File: src/include/flow_tx_csr_map.svh
// Register offsets, field positions and reset values of the TX flow-control
// register slice. Included by the package and the design.
`ifndef FLOW_TX_CSR_MAP_SVH
`define FLOW_TX_CSR_MAP_SVH
`define FTX_IDX_REVISION 12'h600
`define FTX_IDX_SCRATCH 12'h601
`define FTX_IDX_VARIANT0 12'h602
`define FTX_IDX_VARIANT1 12'h603
`define FTX_IDX_VARIANT2 12'h604
`define FTX_IDX_QENABLE 12'h605
`define FTX_IDX_QREQUEST 12'h606
`define FTX_IDX_MODE2 12'h641
`define FTX_UPPER_LSB 16
`define FTX_SCRATCH_RESET 32'h00000000
`define FTX_REQUEST_RESET 32'h00000000
`endif

File: src/include/flow_tx_csr_pkg.sv
// Types shared by the TX flow-control register slice.
// Assumes the offset header sits in the include path.
`include "flow_tx_csr_map.svh"
package flow_tx_csr_pkg;
  typedef struct packed {
    logic psel;
    logic penable;
    logic pwrite;
    logic [13:0] paddr;
    logic [31:0] pwdata;
  } apb_req_t;
  typedef struct packed {
    logic pready;
    logic pslverr;
    logic [31:0] prdata;
  } apb_rsp_t;
  typedef enum logic [1:0] {
    REQ_NONE = 2'h0,
    REQ_XOFF = 2'h2,
    REQ_INVALID = 2'h3
  } req_code_t;
endpackage

File: src/verilog/flow_tx_csr.sv
// APB register slice for TX pause/PFC flow-control requests.
// Assumes one clock, an APB master and a frame generator downstream.
//
// Operation
// - Scratch word, freely read and written, resets to zero.
// - Read-only revision word and three variant identifier words.
// - One enable bit per queue, all implemented bits reset to one.
// - Enable changes any time; bits above queue count read zero.
// - Request bits act only while the queue enable is one.
// - Request bits decoded per single-bit or two-bit mode.
// - Two-bit mode honours register only where mode select picks it.
// - Single-bit: zero idle, one holds XOFF, falling edge asks XON.
// - Two-bit codes: 00 none, 10 XOFF, 11 invalid.
// - Request field resets to zero, writable any time.
// - Upper request field above bit 15 gives upper code bit.
`timescale 1ns/10ps
`default_nettype none
`include "flow_tx_csr_map.svh"
module flow_tx_csr #(
  parameter int flow_queue_count = 8,
  // Identity words: arbitrary neutral values
  parameter logic [31:0] REVISION_ID = 32'h00010000,
  parameter logic [31:0] VARIANT_0 = 32'h46434130,
  parameter logic [31:0] VARIANT_1 = 32'h46434131,
  parameter logic [31:0] VARIANT_2 = 32'h00464332
) (
  // Clock and reset
  input wire logic clk,
  input wire logic reset,
  // APB slave
  input wire flow_tx_csr_pkg::apb_req_t apb_req,
  output var flow_tx_csr_pkg::apb_rsp_t apb_rsp,
  // Mode from the surrounding core
  input wire logic two_bit_mode,
  input wire logic [flow_queue_count-1:0] mode2_reg_select,
  // To the frame generator
  output logic [flow_queue_count-1:0] xoff_request,
  output logic [flow_queue_count-1:0] xon_trigger,
  output logic [flow_queue_count-1:0] invalid_request
);
  import flow_tx_csr_pkg::*;
  // Queue count up to sixteen; the upper field starts at bit 16
  localparam int QN = flow_queue_count;

  // Whole state of the slice in one record
  typedef struct packed {
    apb_rsp_t rsp;
    logic [31:0] scratch;
    logic [QN-1:0] enable;
    logic [QN-1:0] req_low;
    logic [QN-1:0] req_high;
    logic [QN-1:0] req_low_prev;
    logic [QN-1:0] xoff;
    logic [QN-1:0] xon;
    logic [QN-1:0] invalid;
    logic [2:0] mode_sync;
    logic mode_filt;
    logic [QN-1:0] sel_s1;
    logic [QN-1:0] sel_s2;
    logic [QN-1:0] sel_s3;
    logic [QN-1:0] sel_filt;
  } state_t;

  state_t state_reg;
  state_t state_next;

  // Word index from byte address; printed offsets are word indices
  function automatic logic [11:0] word_index(input logic [13:0] a);
    word_index = a[13:2];
  endfunction

  // Queue field placed at bit 0 of a bus word, upper bits zero
  function automatic logic [31:0] pad_q(input logic [QN-1:0] v);
    logic [31:0] r;
    r = 32'h00000000;
    r[QN-1:0] = v;
    pad_q = r;
  endfunction

  // True for the seven words this slice answers
  function automatic logic is_mapped(input logic [11:0] i);
    logic hit;
    hit = 1'b0;
    case (i)
      `FTX_IDX_REVISION,
      `FTX_IDX_SCRATCH,
      `FTX_IDX_VARIANT0,
      `FTX_IDX_VARIANT1,
      `FTX_IDX_VARIANT2,
      `FTX_IDX_QENABLE,
      `FTX_IDX_QREQUEST: begin
        hit = 1'b1;
      end
      default: begin
        hit = 1'b0;
      end
    endcase
    is_mapped = hit;
  endfunction

  // A synchronised change counts only when stages two and three agree
  function automatic logic settle(input logic held, input logic mid,
    input logic last);
    logic r;
    r = held;
    if (mid == last) begin
      r = last;
    end
    settle = r;
  endfunction

  // Two-bit request code: bit 1 asks XOFF, bit 0 flags invalid
  function automatic logic [1:0] decode_pair(input req_code_t c);
    logic [1:0] r;
    r = 2'h0;
    case (c)
      REQ_XOFF: begin
        r = 2'h2;
      end
      REQ_INVALID: begin
        r = 2'h1;
      end
      default: begin
        r = 2'h0;
      end
    endcase
    decode_pair = r;
  endfunction

  // One-to-zero transition of a request bit
  function automatic logic falling(input logic was, input logic now);
    falling = was & ~now;
  endfunction

  logic [11:0] idx;
  logic access;
  logic mode2;
  logic [QN-1:0] sel;
  logic [1:0] pair;
  req_code_t code;

  assign idx = word_index(apb_req.paddr);
  // Pready low keeps one access from being taken twice
  assign access = apb_req.psel && apb_req.penable && !state_reg.rsp.pready;
  // Only the settled copies reach the decode
  // Limitation: the mode select field arrives as pins, not a register
  assign mode2 = state_reg.mode_filt;
  assign sel = state_reg.sel_filt;

  // All next-state logic in one place; registers below
  always_comb begin
    state_next = state_reg;
    code = REQ_NONE;
    pair = 2'h0;

    // Mode inputs come from another domain: three stages, then settle
    state_next.mode_sync = {state_reg.mode_sync[1:0], two_bit_mode};
    state_next.mode_filt = settle(state_reg.mode_filt,
      state_reg.mode_sync[1], state_reg.mode_sync[2]);
    state_next.sel_s1 = mode2_reg_select;
    state_next.sel_s2 = state_reg.sel_s1;
    state_next.sel_s3 = state_reg.sel_s2;
    for (int s = 0; s < QN; s++) begin
      state_next.sel_filt[s] = settle(state_reg.sel_filt[s],
        state_reg.sel_s2[s], state_reg.sel_s3[s]);
    end

    // Answer one cycle after the access is taken; data only with ready
    state_next.rsp.pready = access;
    state_next.rsp.pslverr = 1'b0;
    state_next.rsp.prdata = 32'h00000000;
    if (access) begin
      // Unmapped words answer with an error and change nothing
      state_next.rsp.pslverr = !is_mapped(idx);
    end

    if (access && apb_req.pwrite) begin
      case (idx)
        `FTX_IDX_SCRATCH: begin
          state_next.scratch = apb_req.pwdata;
        end
        `FTX_IDX_QENABLE: begin
          state_next.enable = apb_req.pwdata[QN-1:0];
        end
        `FTX_IDX_QREQUEST: begin
          state_next.req_low = apb_req.pwdata[QN-1:0];
          state_next.req_high =
            apb_req.pwdata[`FTX_UPPER_LSB+QN-1:`FTX_UPPER_LSB];
        end
        // identity words ignore writes, no error
        `FTX_IDX_REVISION,
        `FTX_IDX_VARIANT0,
        `FTX_IDX_VARIANT1,
        `FTX_IDX_VARIANT2: begin
          state_next.scratch = state_reg.scratch;
        end
        default: begin
          state_next.scratch = state_reg.scratch;
        end
      endcase
    end

    if (access && !apb_req.pwrite) begin
      case (idx)
        `FTX_IDX_REVISION: begin
          state_next.rsp.prdata = REVISION_ID;
        end
        `FTX_IDX_VARIANT0: begin
          state_next.rsp.prdata = VARIANT_0;
        end
        `FTX_IDX_VARIANT1: begin
          state_next.rsp.prdata = VARIANT_1;
        end
        `FTX_IDX_VARIANT2: begin
          state_next.rsp.prdata = VARIANT_2;
        end
        `FTX_IDX_SCRATCH: begin
          state_next.rsp.prdata = state_reg.scratch;
        end
        `FTX_IDX_QENABLE: begin
          state_next.rsp.prdata = pad_q(state_reg.enable);
        end
        `FTX_IDX_QREQUEST: begin
          state_next.rsp.prdata =
            pad_q(state_reg.req_low) |
            (pad_q(state_reg.req_high) << `FTX_UPPER_LSB);
        end
        default: begin
          state_next.rsp.prdata = 32'h00000000;
        end
      endcase
    end

    state_next.req_low_prev = state_reg.req_low;
    // Decode runs every cycle from the registered fields
    for (int q = 0; q < QN; q++) begin
      state_next.xoff[q] = 1'b0;
      state_next.xon[q] = 1'b0;
      state_next.invalid[q] = 1'b0;
      code = req_code_t'({state_reg.req_high[q], state_reg.req_low[q]});
      pair = decode_pair(code);
      if (state_reg.enable[q]) begin
        if (!mode2) begin
          state_next.xoff[q] = state_reg.req_low[q];
          state_next.xon[q] = falling(state_reg.req_low_prev[q],
            state_reg.req_low[q]);
        end else if (sel[q]) begin
          state_next.xoff[q] = pair[1];
          state_next.invalid[q] = pair[0];
        end
      end
    end
  end

  // Reset branch loads constants only
  always_ff @(posedge clk or posedge reset) begin
    if (reset) begin
      state_reg.rsp.pready <= 1'b0;
      state_reg.rsp.pslverr <= 1'b0;
      state_reg.rsp.prdata <= 32'h00000000;
      state_reg.scratch <= `FTX_SCRATCH_RESET;
      state_reg.enable <= '1;
      state_reg.req_low <= QN'(`FTX_REQUEST_RESET);
      state_reg.req_high <= QN'(`FTX_REQUEST_RESET);
      state_reg.req_low_prev <= '0;
      state_reg.xoff <= '0;
      state_reg.xon <= '0;
      state_reg.invalid <= '0;
      state_reg.mode_sync <= 3'h0;
      state_reg.mode_filt <= 1'b0;
      state_reg.sel_s1 <= '0;
      state_reg.sel_s2 <= '0;
      state_reg.sel_s3 <= '0;
      state_reg.sel_filt <= '0;
    end else begin
      state_reg <= state_next;
    end
  end

  // Every output comes straight from a register
  assign apb_rsp = state_reg.rsp;
  assign xoff_request = state_reg.xoff;
  assign xon_trigger = state_reg.xon;
  assign invalid_request = state_reg.invalid;
endmodule
`default_nettype wire

File: config.mk
export PLATFORM = sky130hd
export DESIGN_NAME = flow_tx_csr
export DESIGN_NICKNAME = d
export VERILOG_FILES = /design/src/include/flow_tx_csr_pkg.sv /design/src/verilog/flow_tx_csr.sv
export VERILOG_INCLUDE_DIRS = /design/src /design/src/include
export SDC_FILE = /design/constraint.sdc
export NUM_CORES = 1
export LEC_CHECK = 0
export BUFFER_PORTS_ARGS = -buffer_cell sky130_fd_sc_hd__buf_4
export CAP_MARGIN = 15
export CORE_ASPECT_RATIO = 2
export CORE_MARGIN = 2
export CORE_UTILIZATION = 35
export CTS_CLUSTER_DIAMETER = 30
export CTS_CLUSTER_SIZE = 12
export DETAILED_ROUTE_END_ITERATION = 7
export PLACE_DENSITY_LB_ADDON = 0.08
export SLEW_MARGIN = 20
export SYNTH_ARGS = -nofsm -noshare
export SYNTH_HDL_FRONTEND = slang
export SYNTH_SLANG_ARGS = --single-unit
File: constraint.sdc
create_clock -name clk -period 8.9 [get_ports clk]
set_input_delay 0.445 -clock clk [delete_from_list [all_inputs] [get_ports clk]]
set_output_delay 0.445 -clock clk [all_outputs]
set_load 0.1 [all_outputs]
## Word level (Yosys, flattened, before mapping)

Cells that the tools add are included.

- Flip-flop bits (word level): 158
- Output and inout bits: 58

- Equal/unequal tests: 32
- Multiplexer cells: 77
- Bitwise logic cells: 17
- Reductions and logical operators: 11

Operator list:

| cell | count |
|---|---|
| $pmux W32 S7 | 1 |
| $eq A12 B11 Y1 const B | 7 |
| $mux W1 | 67 |
| $eq A2 B2 Y1 const B | 16 |
| $mux W32 | 1 |
| $pmux W2 S2 | 8 |
| $or A8 B24 Y24 | 1 |
| $eq A1 B1 Y1 | 9 |
| $and A1 B1 Y1 | 8 |
| $not A1 Y1 | 8 |
| $reduce_or A7 Y1 | 1 |
| $reduce_and A2 Y1 | 3 |
| $logic_and A1 B1 Y1 | 4 |
| $logic_not A1 Y1 | 3 |

## Depth between registers and ports, before layout

Gate-level depths: netlist of the first run.

- Depth after elaboration: 6
- Depth in mapped cells: 6

## Worst setup path after synthesis of the first run

Ideal clock, no wire load.

- Path type: in2reg
- Start: in apb_req[39] (netlist name)
- End: reg state_reg[84] (netlist name)
- Library setup time: 0.082 ns
- Data arrival time: 1.978 ns
- Required time: 8.818 ns
- Slack: 6.840 ns
- Cell stages on the path: 5
- Cells stage by stage: nor4_4 nand2_4 or4_1 buf_4 mux2_4

- Longest elaborated chain between the ends: 2

RTL lines:

| what | RTL line | source |
|---|---|---|
| start: declaration | flow_tx_csr.sv:31 | `input wire flow_tx_csr_pkg::apb_req_t apb_req,` |
| $eq A12 B11 Y1 | flow_tx_csr.sv:178 | `case (idx)` |
| $reduce_and A2 Y1 (no line) | -- |  |
| end signal: assignment | flow_tx_csr.sv:276 | `state_reg <= state_next;` |
| end: declaration | flow_tx_csr.sv:64 | `state_t state_reg;` |

No other way between the ends.
A chain may end at the register's enable or synchronous reset.

## Final worst setup path of the first run

- Start: reg state_reg, in the netlist apb_rsp[33]
- End: reg state_reg[104] (netlist name)

- Longest elaborated chain between the ends: 4

RTL lines:

| what | RTL line | source |
|---|---|---|
| $logic_not A1 Y1 | flow_tx_csr.sv:144 | `assign access = apb_req.psel && apb_req.penable && !state_reg.rsp.pready;` |
| $logic_and A1 B1 Y1 | flow_tx_csr.sv:144 |  |
| $logic_and A1 B1 Y1 | flow_tx_csr.sv:177 | `if (access && apb_req.pwrite) begin` |
| $reduce_and A2 Y1 (no line) | -- |  |

No other way between the ends.

==> results.md, run 1 <==
- Die height: 193 µm
- Wl on met1: 5.47 mm
- Max-slew headroom: 40.5%
- Post-Syn Area per Cell: 13.6 µm²
- Layout cell share with drive strength beyond 1: 42.2%
- Final ANT Viol Nets: 0
- Sequential area share after synthesis: 63.5%
- Vias in the first global route: 3723
- Yosys warning count: 0
- Synth Register Bits: 158
- Synth cell types: 40
- Met2 Routed Length: 6.48 mm
- Fin crit period: 2330 ps
- Max layer used: met4
- RSZ-0062 raised after global routing: false
- Req. time, crit path: 9190 ps
- Die area: 19000 µm²
- Clk sinks: 158
- Clock-pin slew on the worst setup and hold paths: 60 ps
- WL/cell: 17.1 µm
- Ant. Diodes: 0
- DR DRC count: 0
- Maximum buffer depth of the clock tree: 2
- Max Cap Viol: 0
- Port Buffers: 115
- Hold_buf cts: 0
- Drt total wl: 12.8 mm
- Kind of critical path: flip-flop to flip-flop
- Top_reg_cell synth: dfrtp_1
- Number of DRC violations after detailed-routing iteration 0: 102
- Largest fanout on the critical path: 24
- Synthesized area: 6240 µm²
- Leading cell types in the layout, fill and taps excluded: dfrtp_1, buf_4, mux2_2, nand2_1, and2_1
- First-pass GRT wire length: 20.4 mm
- Post-CTS Setup Inserts: 0
- P_int: 1250 µW
- Overflow after GRT: 0
- Run status: finished clean
- EDFF count, synth: 0
- Crit. End Element: flip-flop
- Num CTS Buffers: 17
- Setup WS pre-CTS: 6220 ps
- Reg power frac: 46.6%
- Final HPWL DP: 8.44 mm
- Largest register FFs: 64
- Clock tree root buffer cell: clkbuf_16
- Part of the cycle the worst path needs: 26.2%
- Setup tns final: 0 ps
- Clk pwr share: 49.3%
- Initial antenna violation count: 0
- Nets: 585
- Vias per cell: 4.66
- Via count: 3500
- Hold slack: 134 ps
- Clock latency on the worst-skew pair: 410 ps
- Cell Pwr Density: 209 nW/µm²
- Hold Fails Final Rpt: 0
- Lkg Pwr: 0.00368 µW
- Max Clock Skew: 8.96 ps
- Logic pwr share: 4.1%
- Largest net degree at the start of global routing: 97
- Worst slew pin tran: 892 ps
- Setup Viol. Count Final: 0
- Worst setup margin: 6570 ps
- Leading cell type in the layout, fill and taps excluded: dfrtp_1
- Placement row count: 69
- Psw: 324 µW
- CTS tree: built
- Asr flop ratio synth: 100%
- Critical Path Source Type: flip-flop
- # IOs: 118
- Area growth, synth to finish: 20.7%
- Core region area: 17600 µm²
- Critical path arrival: 2620 ps
- Drt pass-1 iters: 4
- Width of the die: 98.4 µm
- PostCTS Resize Cnt: 0
- Hold Path Class: primary input to flip-flop
- FMAX: 429 MHz
- VDD IR max: 118 µV
- Tot GR Track Use: 14.3%
- RD Place Congestion: 0.702
- Initial Util: 35.4%
- Slew Limit Fails: 0
- Htree depth: 4
- Net Count, Synth: 520
- Switching Share: 20.5%
- Synthesized instance count: 460
- DR WL met3: 684 µm
[cell type report]
class	instances	area, µm²
Inverter	8	35.0
Multi-Input combinational cell	219	1710
Fill cell	1717	10100
Tap cell	213	267
Clock inverter	10	159
Timing Repair Buffer	121	908
Clock buffer	22	484
Sequential cell	158	3960
[worst paths after layout]
path	to	cells after the start	from	slack [ps]
min	state_next[16]	1	mode2_reg_select[0]	130
max in group asynchronous	xoff_request[0]	3	reset	7410
max reg2reg	state_reg[104]	5	apb_rsp[33]	6570
min in group asynchronous	invalid_request[7]	2	reset	180
max	state_reg[104]	5	apb_rsp[33]	6570
min reg2reg	state_next[35]	0	state_next[34]	350
[layer usage]
layer	up-vias	track usage, %
li1	1646	-
met1	1742	17.2
met2	103	23.9
met3	9	4.56
met4	0	5.27
met5	-	0
[cell families (layout without fill, tap and decap cells)]
kind of cell | after synthesis | count (layout) | share of synthesized area, %
AND/OR/NAND/NOR | 107 | 107 | 9.59
adder cells (fa/ha/maj) | 9 | 9 | 1.44
AO/OA/AOI/OAI | 36 | 36 | 4.05
flip-flops | 158 | 158 | 63.5
buffers and inverters | 83 | 161 | 8.99
multiplexers | 67 | 67 | 12.4
[critical path, cell delays in order, from the launching register on]
cell and delay, ps:
dfrtp_1 380, nand3b_1 280, nor2_1 210, nand4_1 530
buf_4 470, mux2_2 310
[stage by stage]
stage                     cell area [µm²]  power, µW  util [%]  cells
after global placement               6890        814      39.1    719
final                                7530       1580      42.8    751
after global routing                 7530       1640      42.8    751
after floorplan                      6240        780         -    460
after detailed placement             6890        815      39.1    719
after CTS                            7530       1610      42.8    751
[power groups by stage]
stage / combinational, µW / clock [µW] / sequential, µW
global placement: 66.9 / 0 / 748
global route: 72.6 / 834 / 736
detailed placement: 67.0 / 0 / 748
finish: 64.9 / 778 / 735
CTS: 67.3 / 805 / 735
floorplan: 33.4 / 0 / 746
[cell usage after synthesis, drive strengths merged (8+ instances only)]
master | number | share of area [%]
nand2 | 26 | 1.7
nand3 | 11 | 1.1
nor3 | 17 | 1.4
a22oi | 10 | 1.2
nor2 | 17 | 1.0
maj3 | 9 | 1.4
buf | 66 | 7.9
dfstp | 8 | 3.4
mux2 | 58 | 11
inv | 8 | 0.48
and2 | 18 | 1.8
dfrtp | 150 | 60
mux2i | 9 | 1.4
clkbuf | 9 | 0.56
a21oi | 8 | 0.64
Note: power is estimated with default switching activity, not from simulation.
==> run 2: changes to the inputs <==
==> constraint.sdc (replaced) <==
create_clock -name clk -period 2.4 [get_ports clk]
set_input_delay 0.12 -clock clk [delete_from_list [all_inputs] [get_ports clk]]
set_output_delay 0.12 -clock clk [all_outputs]
set_load 0.1 [all_outputs]
==> run 2 against run 1 <==
Compared with the run above: via count rose by 9.5%; register-to-register slack got worse by 6000 ps; clock skew fell by 2.7 ps; flip-flop and latch count did not move; sequential power rose to 3.7 times the previous value; combinational power rose to 4.7 times the previous value; utilization rose by 3.1 points; fmax rose by 25%; clock power rose to 3.6 times the previous value; largest cell class unchanged; routed wire length rose by 2.6%; setup slack got worse by 6000 ps; non-clock buffer count rose by 58.
==> results.md, run 2 (synthesis results as in run 1) <==
- P_int: 4560 µW (+260%)
- Maximum buffer depth of the clock tree: 2 (unchanged)
- WL/cell: 16.3 µm (-4.8%)
- Number of DRC violations after detailed-routing iteration 0: 161 (+58%)
- Worst path bufs/invs: 0 (-1)
- Reg power frac: 47.0% (+0.4 points)
- Max incr delay on CP: 770 ps (+240 ps)
- Drt total wl: 13.2 mm (+2.6%)
- Setup Viol. Count Final: 0 (unchanged)
- Cell Pwr Density: 721 nW/µm² (+240%)
- Final HPWL DP: 9.04 mm (+7.2%)
- Post-CTS Setup Inserts: 0 (unchanged)
- Clock tree root buffer cell: clkbuf_16
- Psw: 1260 µW (+290%)
- Layout cell share with drive strength beyond 1: 40.8% (-1.4 points)
- Critical path's top delay family: simple AND/OR/NAND/NOR gates
- Placement row count: 69 (unchanged)
- Req. time, crit path: 2710 ps (-6480 ps)
- PostCTS Resize Cnt: 0 (unchanged)
- RD Place Congestion: 0.759 (+8.1%)
- Switching Share: 21.7% (+1.2 points)
- Max Clock Skew: 6.29 ps (-2.66 ps)
- Tot GR Track Use: 14.9% (+0.61 points)
- Core region area: 17600 µm² (unchanged)
- Part of the cycle the worst path needs: 77.5% (+51 points)
- Ant. Diodes: 0 (unchanged)
- Via count: 3833 (+9.5%)
- Initial Util: 35.4% (unchanged)
- Drt pass-1 iters: 4 (unchanged)
- FMAX: 538 MHz (+25%)
- CTS tree: built
- Hold Fails Final Rpt: 0 (unchanged)
- Final ANT Viol Nets: 0 (unchanged)
- Width of the die: 98.4 µm (unchanged)
- Clk sinks: 158 (unchanged)
- Crit. End Element: flip-flop
- Post-Layout Inst Area: 8080 µm² (+7.3%)
- Die area: 19000 µm² (unchanged)
- First-pass GRT wire length: 21.5 mm (+5.3%)
- Max-slew headroom: 46.4% (+5.9 points)
- Nets: 643 (+9.9%)
- Htree depth: 4 (unchanged)
- Placed instance count: 735 (+2.2%)
- Logic pwr share: 5.3% (+1.2 points)
- Max Cap Viol: 0 (unchanged)
- # IOs: 118 (unchanged)
- VDD IR max: 520 µV (+340%)
- Clock latency on the worst-skew pair: 420 ps (about the same)
- DR DRC count: 0 (unchanged)
- Post-layout util: 45.9% (+3.1 points)
- Total power: 5820 µW (+270%)
- Clock-pin slew on the worst setup and hold paths: 60 ps (about the same)
- Lkg Pwr: 0.00392 µW (+6.7%)
- Area growth, synth to finish: 29.5%
- Vias in the first global route: 4038 (+8.5%)
- Hold Path Class: primary input to flip-flop
- # fillers: 1671 (-2.7%)
- Fin crit period: 1860 ps (-471 ps)
- Critical Path Source Type: flip-flop
- Clk pwr share: 47.8% (-1.5 points)
- Placed inst area: 7040 µm² (+2.3%)
- Initial antenna violation count: 0 (unchanged)
- Port Buffers: 115 (unchanged)
- Run status: finished clean
- Leading cell type in the layout, fill and taps excluded: dfrtp_1
- Setup tns final: 0 ps (unchanged)
- Num CTS Buffers: 17 (unchanged)
- Die height: 193 µm (unchanged)
- Vias per cell: 4.74 (+1.7%)
- Crit-path slowest cell: or4b_4
- Largest fanout on the critical path: 22 (-8.3%)
- Largest net degree at the start of global routing: 36 (-63%)
- Crit-path cells: nand3b_1 -> or4b_4 -> nor4_1
- Slew Limit Fails: 0 (unchanged)
- RSZ-0062 raised after global routing: false
- Overflow after GRT: 0 (unchanged)
- Leading cell types in the layout, fill and taps excluded: dfrtp_1, buf_4, mux2_2, dlygate4sd3_1, nand2_1
- Kind of critical path: flip-flop to flip-flop
- Worst slew pin tran: 803 ps (-88.5 ps)
- Critical path arrival: 2170 ps (-450 ps)
- Non-Filler Instances: 809 (+7.7%)
- Largest register FFs: 64 (unchanged)
## run 2: cell types whose count changed in the layout (fill, tap and decap cells not counted), sizes merged
cell         delta
dlygate4sd3    +42
buf            +16
clkbuf          -2
bufinv          -1
clkinv          +1
clkinvlp        +1
inv             +1
## run 2: power groups by stage
stage                     Clock, µW  Sequential, µW  Combinational (µW)
final                          2780            2740                 306
after floorplan                   0            2770                 124
after detailed placement          0            2790                 260
after global placement            0            2790                 257
after CTS                      2860            2740                 316
after global routing           2980            2740                 339
## run 2: worst min-delay path, stage by stage
cell and delay [ps]:
buf_4 120, nor2_1 50, a21oi_1 120
## run 2: metal layers
metal | GRT usage (%) | vias up | wire [µm]
met1 | 18.0 | 1951 | 5400
met2 | 25.4 | 98 | 6930
met4 | 6.06 | 0 | 217
met3 | 3.59 | 12 | 609
li1 | - | 1772 | -
met5 | 0 | - | 0
## run 2: worst paths after layout
path	slack, ps	end	startpoint	cells after the start
max in group asynchronous	1350	state_reg[88]	reset	4
max	540	apb_rsp[25]	apb_rsp[33]	3
min	40	apb_rsp[32]	apb_req[37]	3
min reg2reg	350	state_next[12]	state_next[20]	0
min in group asynchronous	380	state_reg[67]	reset	3
max reg2reg	540	apb_rsp[25]	apb_rsp[33]	3
## run 2: what timing repair did
| item | CTS | global route |
|---|---|---|
| hold buffers | 42 | 0 |
| hold endpoints to repair | 85 | 0 |
| endpoints found under the setup margin | 0 | 0 |
## run 2: per-stage QoR
stage,hold WS [ps],setup WS [ps]
finish,38.5,541
global route,55.7,466
CTS,18.5,523
detailed placement,230,363
global placement,230,342
floorplan,151,286
## run 2: layout make-up
class / instances / area [µm²] / area share (%)
clock buffer: 20 / 457 / 5.65
clock inverter: 12 / 159 / 1.97
inverter: 8 / 33.8 / 0.418
multi-input combinational: 219 / 1710 / 21.2
sequential: 158 / 3960 / 49.1
tap: 213 / 267 / 3.30
timing repair buffer: 179 / 1490 / 18.4
==> run 3: changes to the inputs <==
==> constraint.sdc (replaced) <==
create_clock -name clk -period 1.6 [get_ports clk]
set_input_delay 0.08 -clock clk [delete_from_list [all_inputs] [get_ports clk]]
set_output_delay 0.08 -clock clk [all_outputs]
set_load 0.1 [all_outputs]
==> run 3 against run 2 <==
Compared with the run above: the run now ends with negative setup slack left; utilization rose by 1.7 points; combinational power is 66% higher; sequential power rose by 49%; clock skew rose by 2.0 ps; register-to-register slack got worse by 590 ps; first-iteration DRC count decreased by 21%; non-clock buffer count up 14; fmax grew 13%; via count shrank 0.81%; largest power group unchanged.
==> results.md, run 3 (synthesis results as in run 1) <==
- Cell Pwr Density: 1060 nW/µm² (+47%)
- Ant. Diodes: 0 (unchanged)
- Width of the die: 98.4 µm (unchanged)
- Worst setup margin: -48.5 ps (-589 ps)
- Critical Path Source Type: flip-flop
- Placement row count: 69 (unchanged)
- Drt pass-1 iters: 5 (+1)
- Initial antenna violation count: 0 (unchanged)
- # IOs: 118 (unchanged)
- RR Endpoint: state_reg[107]
- Clock latency on the worst-skew pair: 420 ps (about the same)
- RSZ-0062 raised after global routing: true
- Die height: 193 µm (unchanged)
- DR DRC count: 0 (unchanged)
- Largest fanout on the critical path: 12 (-45%)
- Core region area: 17600 µm² (unchanged)
- Overflow after GRT: 0 (unchanged)
- Leading cell type in the layout, fill and taps excluded: dfrtp_1
- Via count: 3802 (-0.81%)
- First-pass GRT wire length: 21.8 mm (+1.5%)
- Post-Layout Inst Area: 8390 µm² (+3.8%)
- Lkg Pwr: 0.00403 µW (+2.9%)
- Vias per cell: 4.62 (-2.5%)
- Clock-pin slew on the worst setup and hold paths: 60 ps (about the same)
- Post-layout util: 47.6% (+1.7 points)
- Placed inst area: 7230 µm² (+2.6%)
- RD Place Congestion: 0.760 (about the same)
- Fin crit period: 1650 ps (-211 ps)
- Number of DRC violations after detailed-routing iteration 0: 127 (-21%)
- Largest net degree at the start of global routing: 53 (+47%)
- Clk sinks: 158 (unchanged)
- Area growth, synth to finish: 34.5%
- Max Cap Viol: 0 (unchanged)
- Final ANT Viol Nets: 0 (unchanged)
- Run status: complete, but fails checks
- Minimum setup slack among reg-to-reg paths: -50 ps (-590 ps)
- Max Clock Skew: 8.30 ps (+2.01 ps)
- # fillers: 1652 (-1.1%)
- Req. time, crit path: 1900 ps (-810 ps)
- Placed instance count: 744 (+1.2%)
- Maximum buffer depth of the clock tree: 2 (unchanged)
- Max-slew headroom: 70.2% (+24 points)
- Setup Viol. Count Final: 37 (+37)
- Num CTS Buffers: 17 (unchanged)
- Final HPWL DP: 9.04 mm (about the same)
- Layout cell share with drive strength beyond 1: 45.1% (+4.3 points)
- Hold Path Class: primary input to flip-flop
- Vias in the first global route: 4023 (-0.37%)
- Critical path endpoint: state_reg[107]
- Kind of critical path: flip-flop to flip-flop
- Largest register FFs: 64 (unchanged)
- Crit. End Element: flip-flop
- VDD IR max: 710 µV (+37%)
- Non-Filler Instances: 823 (+1.7%)
- Critical path arrival: 1950 ps (-220 ps)
- Nets: 657 (+2.2%)
- Multi-input logic area: 1840 µm² (+7.2%)
- FMAX: 607 MHz (+13%)
- Clock tree root buffer cell: clkbuf_16
- Port Buffers: 115 (unchanged)
- Part of the cycle the worst path needs: 103% (+26 points)
- Slew Limit Fails: 0 (unchanged)
- Worst r2r src: apb_rsp[33]
- Worst Setup SP: apb_rsp[33]
- Failing checks: negative setup slack
- Hold Fails Final Rpt: 0 (unchanged)
- Htree depth: 4 (unchanged)
- FF/Latch Area: 3960 µm² (unchanged)
- WL/cell: 16.4 µm (+0.73%)
- Drt total wl: 13.5 mm (+2.5%)
- Initial Util: 35.4% (unchanged)
- Leading cell types in the layout, fill and taps excluded: dfrtp_1, buf_4, mux2_2, dlygate4sd3_1, nand2_1
- Tot GR Track Use: 15.1% (+0.26 points)
- Die area: 19000 µm² (unchanged)
- Worst slew pin tran: 446 ps (-357 ps)
- FF-to-FF path depth: 6 (+3)
- CTS tree: built
run 3: worst min path at each step:
stage	from	endpoint	slack, ps	cells after the start
after floorplan	mode2_reg_select[0]	state_next[16]	110	0
after global placement	reset	xoff_request[1]	100	2
after detailed placement	reset	xoff_request[1]	100	2
after CTS	apb_req[37]	apb_rsp[16]	1	3
after global routing	apb_req[46]	apb_rsp[26]	20	3
final	apb_req[37]	apb_rsp[16]	30	3
run 3: area by class of cell:
type,count,area share (%)
inverters,8,0.403
repair buffers,193,19.7
clock buffers,20,5.33
clock inverters,12,2.18
well taps,213,3.18
multi-input cells,219,21.9
flip-flops and latches,158,47.3
run 3: worst max-delay path, cell delays in order (launching register included):
cell      delay (ps)
dfrtp_1          380
nand3b_1         250
nor2_2           180
nand4_1          120
buf_4            180
buf_12           150
mux2_2           280
run 3: through the flow:
step                setup slack, ps  hold WS, ps  total power (µW)  TNS [ps]
detailed placement             -171          103              4590     -6680
global route                   -126         21.9              9220     -5360
CTS                           -33.0         1.42              9030      -414
finish                        -48.5         25.3              8890      -861
floorplan                      -474          111              4340    -74860
global placement               -186          102              4590     -6740
run 3: power by group:
group	total, µW	internal [µW]	switching, µW
clock	4300	2670	1630
sequential	4090	4060	29.4
combinational	509	248	261
run 3: what timing repair did:
item                                    4_1_cts  5_1_grt
endpoints found under the setup margin       62       79
hold endpoints to repair                     76        0
buffers inserted                              4        1
resized for setup                             6        8
gates cloned                                  1        0
hold buffers                                 42        0
pin swaps                                     3        2
run 3: metal layers:
metal | up-vias | track usage (%) | share of wire (%)
met5 | - | 0 | 0
met4 | 0 | 6.64 | 2.2
met3 | 16 | 3.08 | 3.6
met1 | 1900 | 20.1 | 45
met2 | 86 | 23.9 | 50
li1 | 1800 | - | -
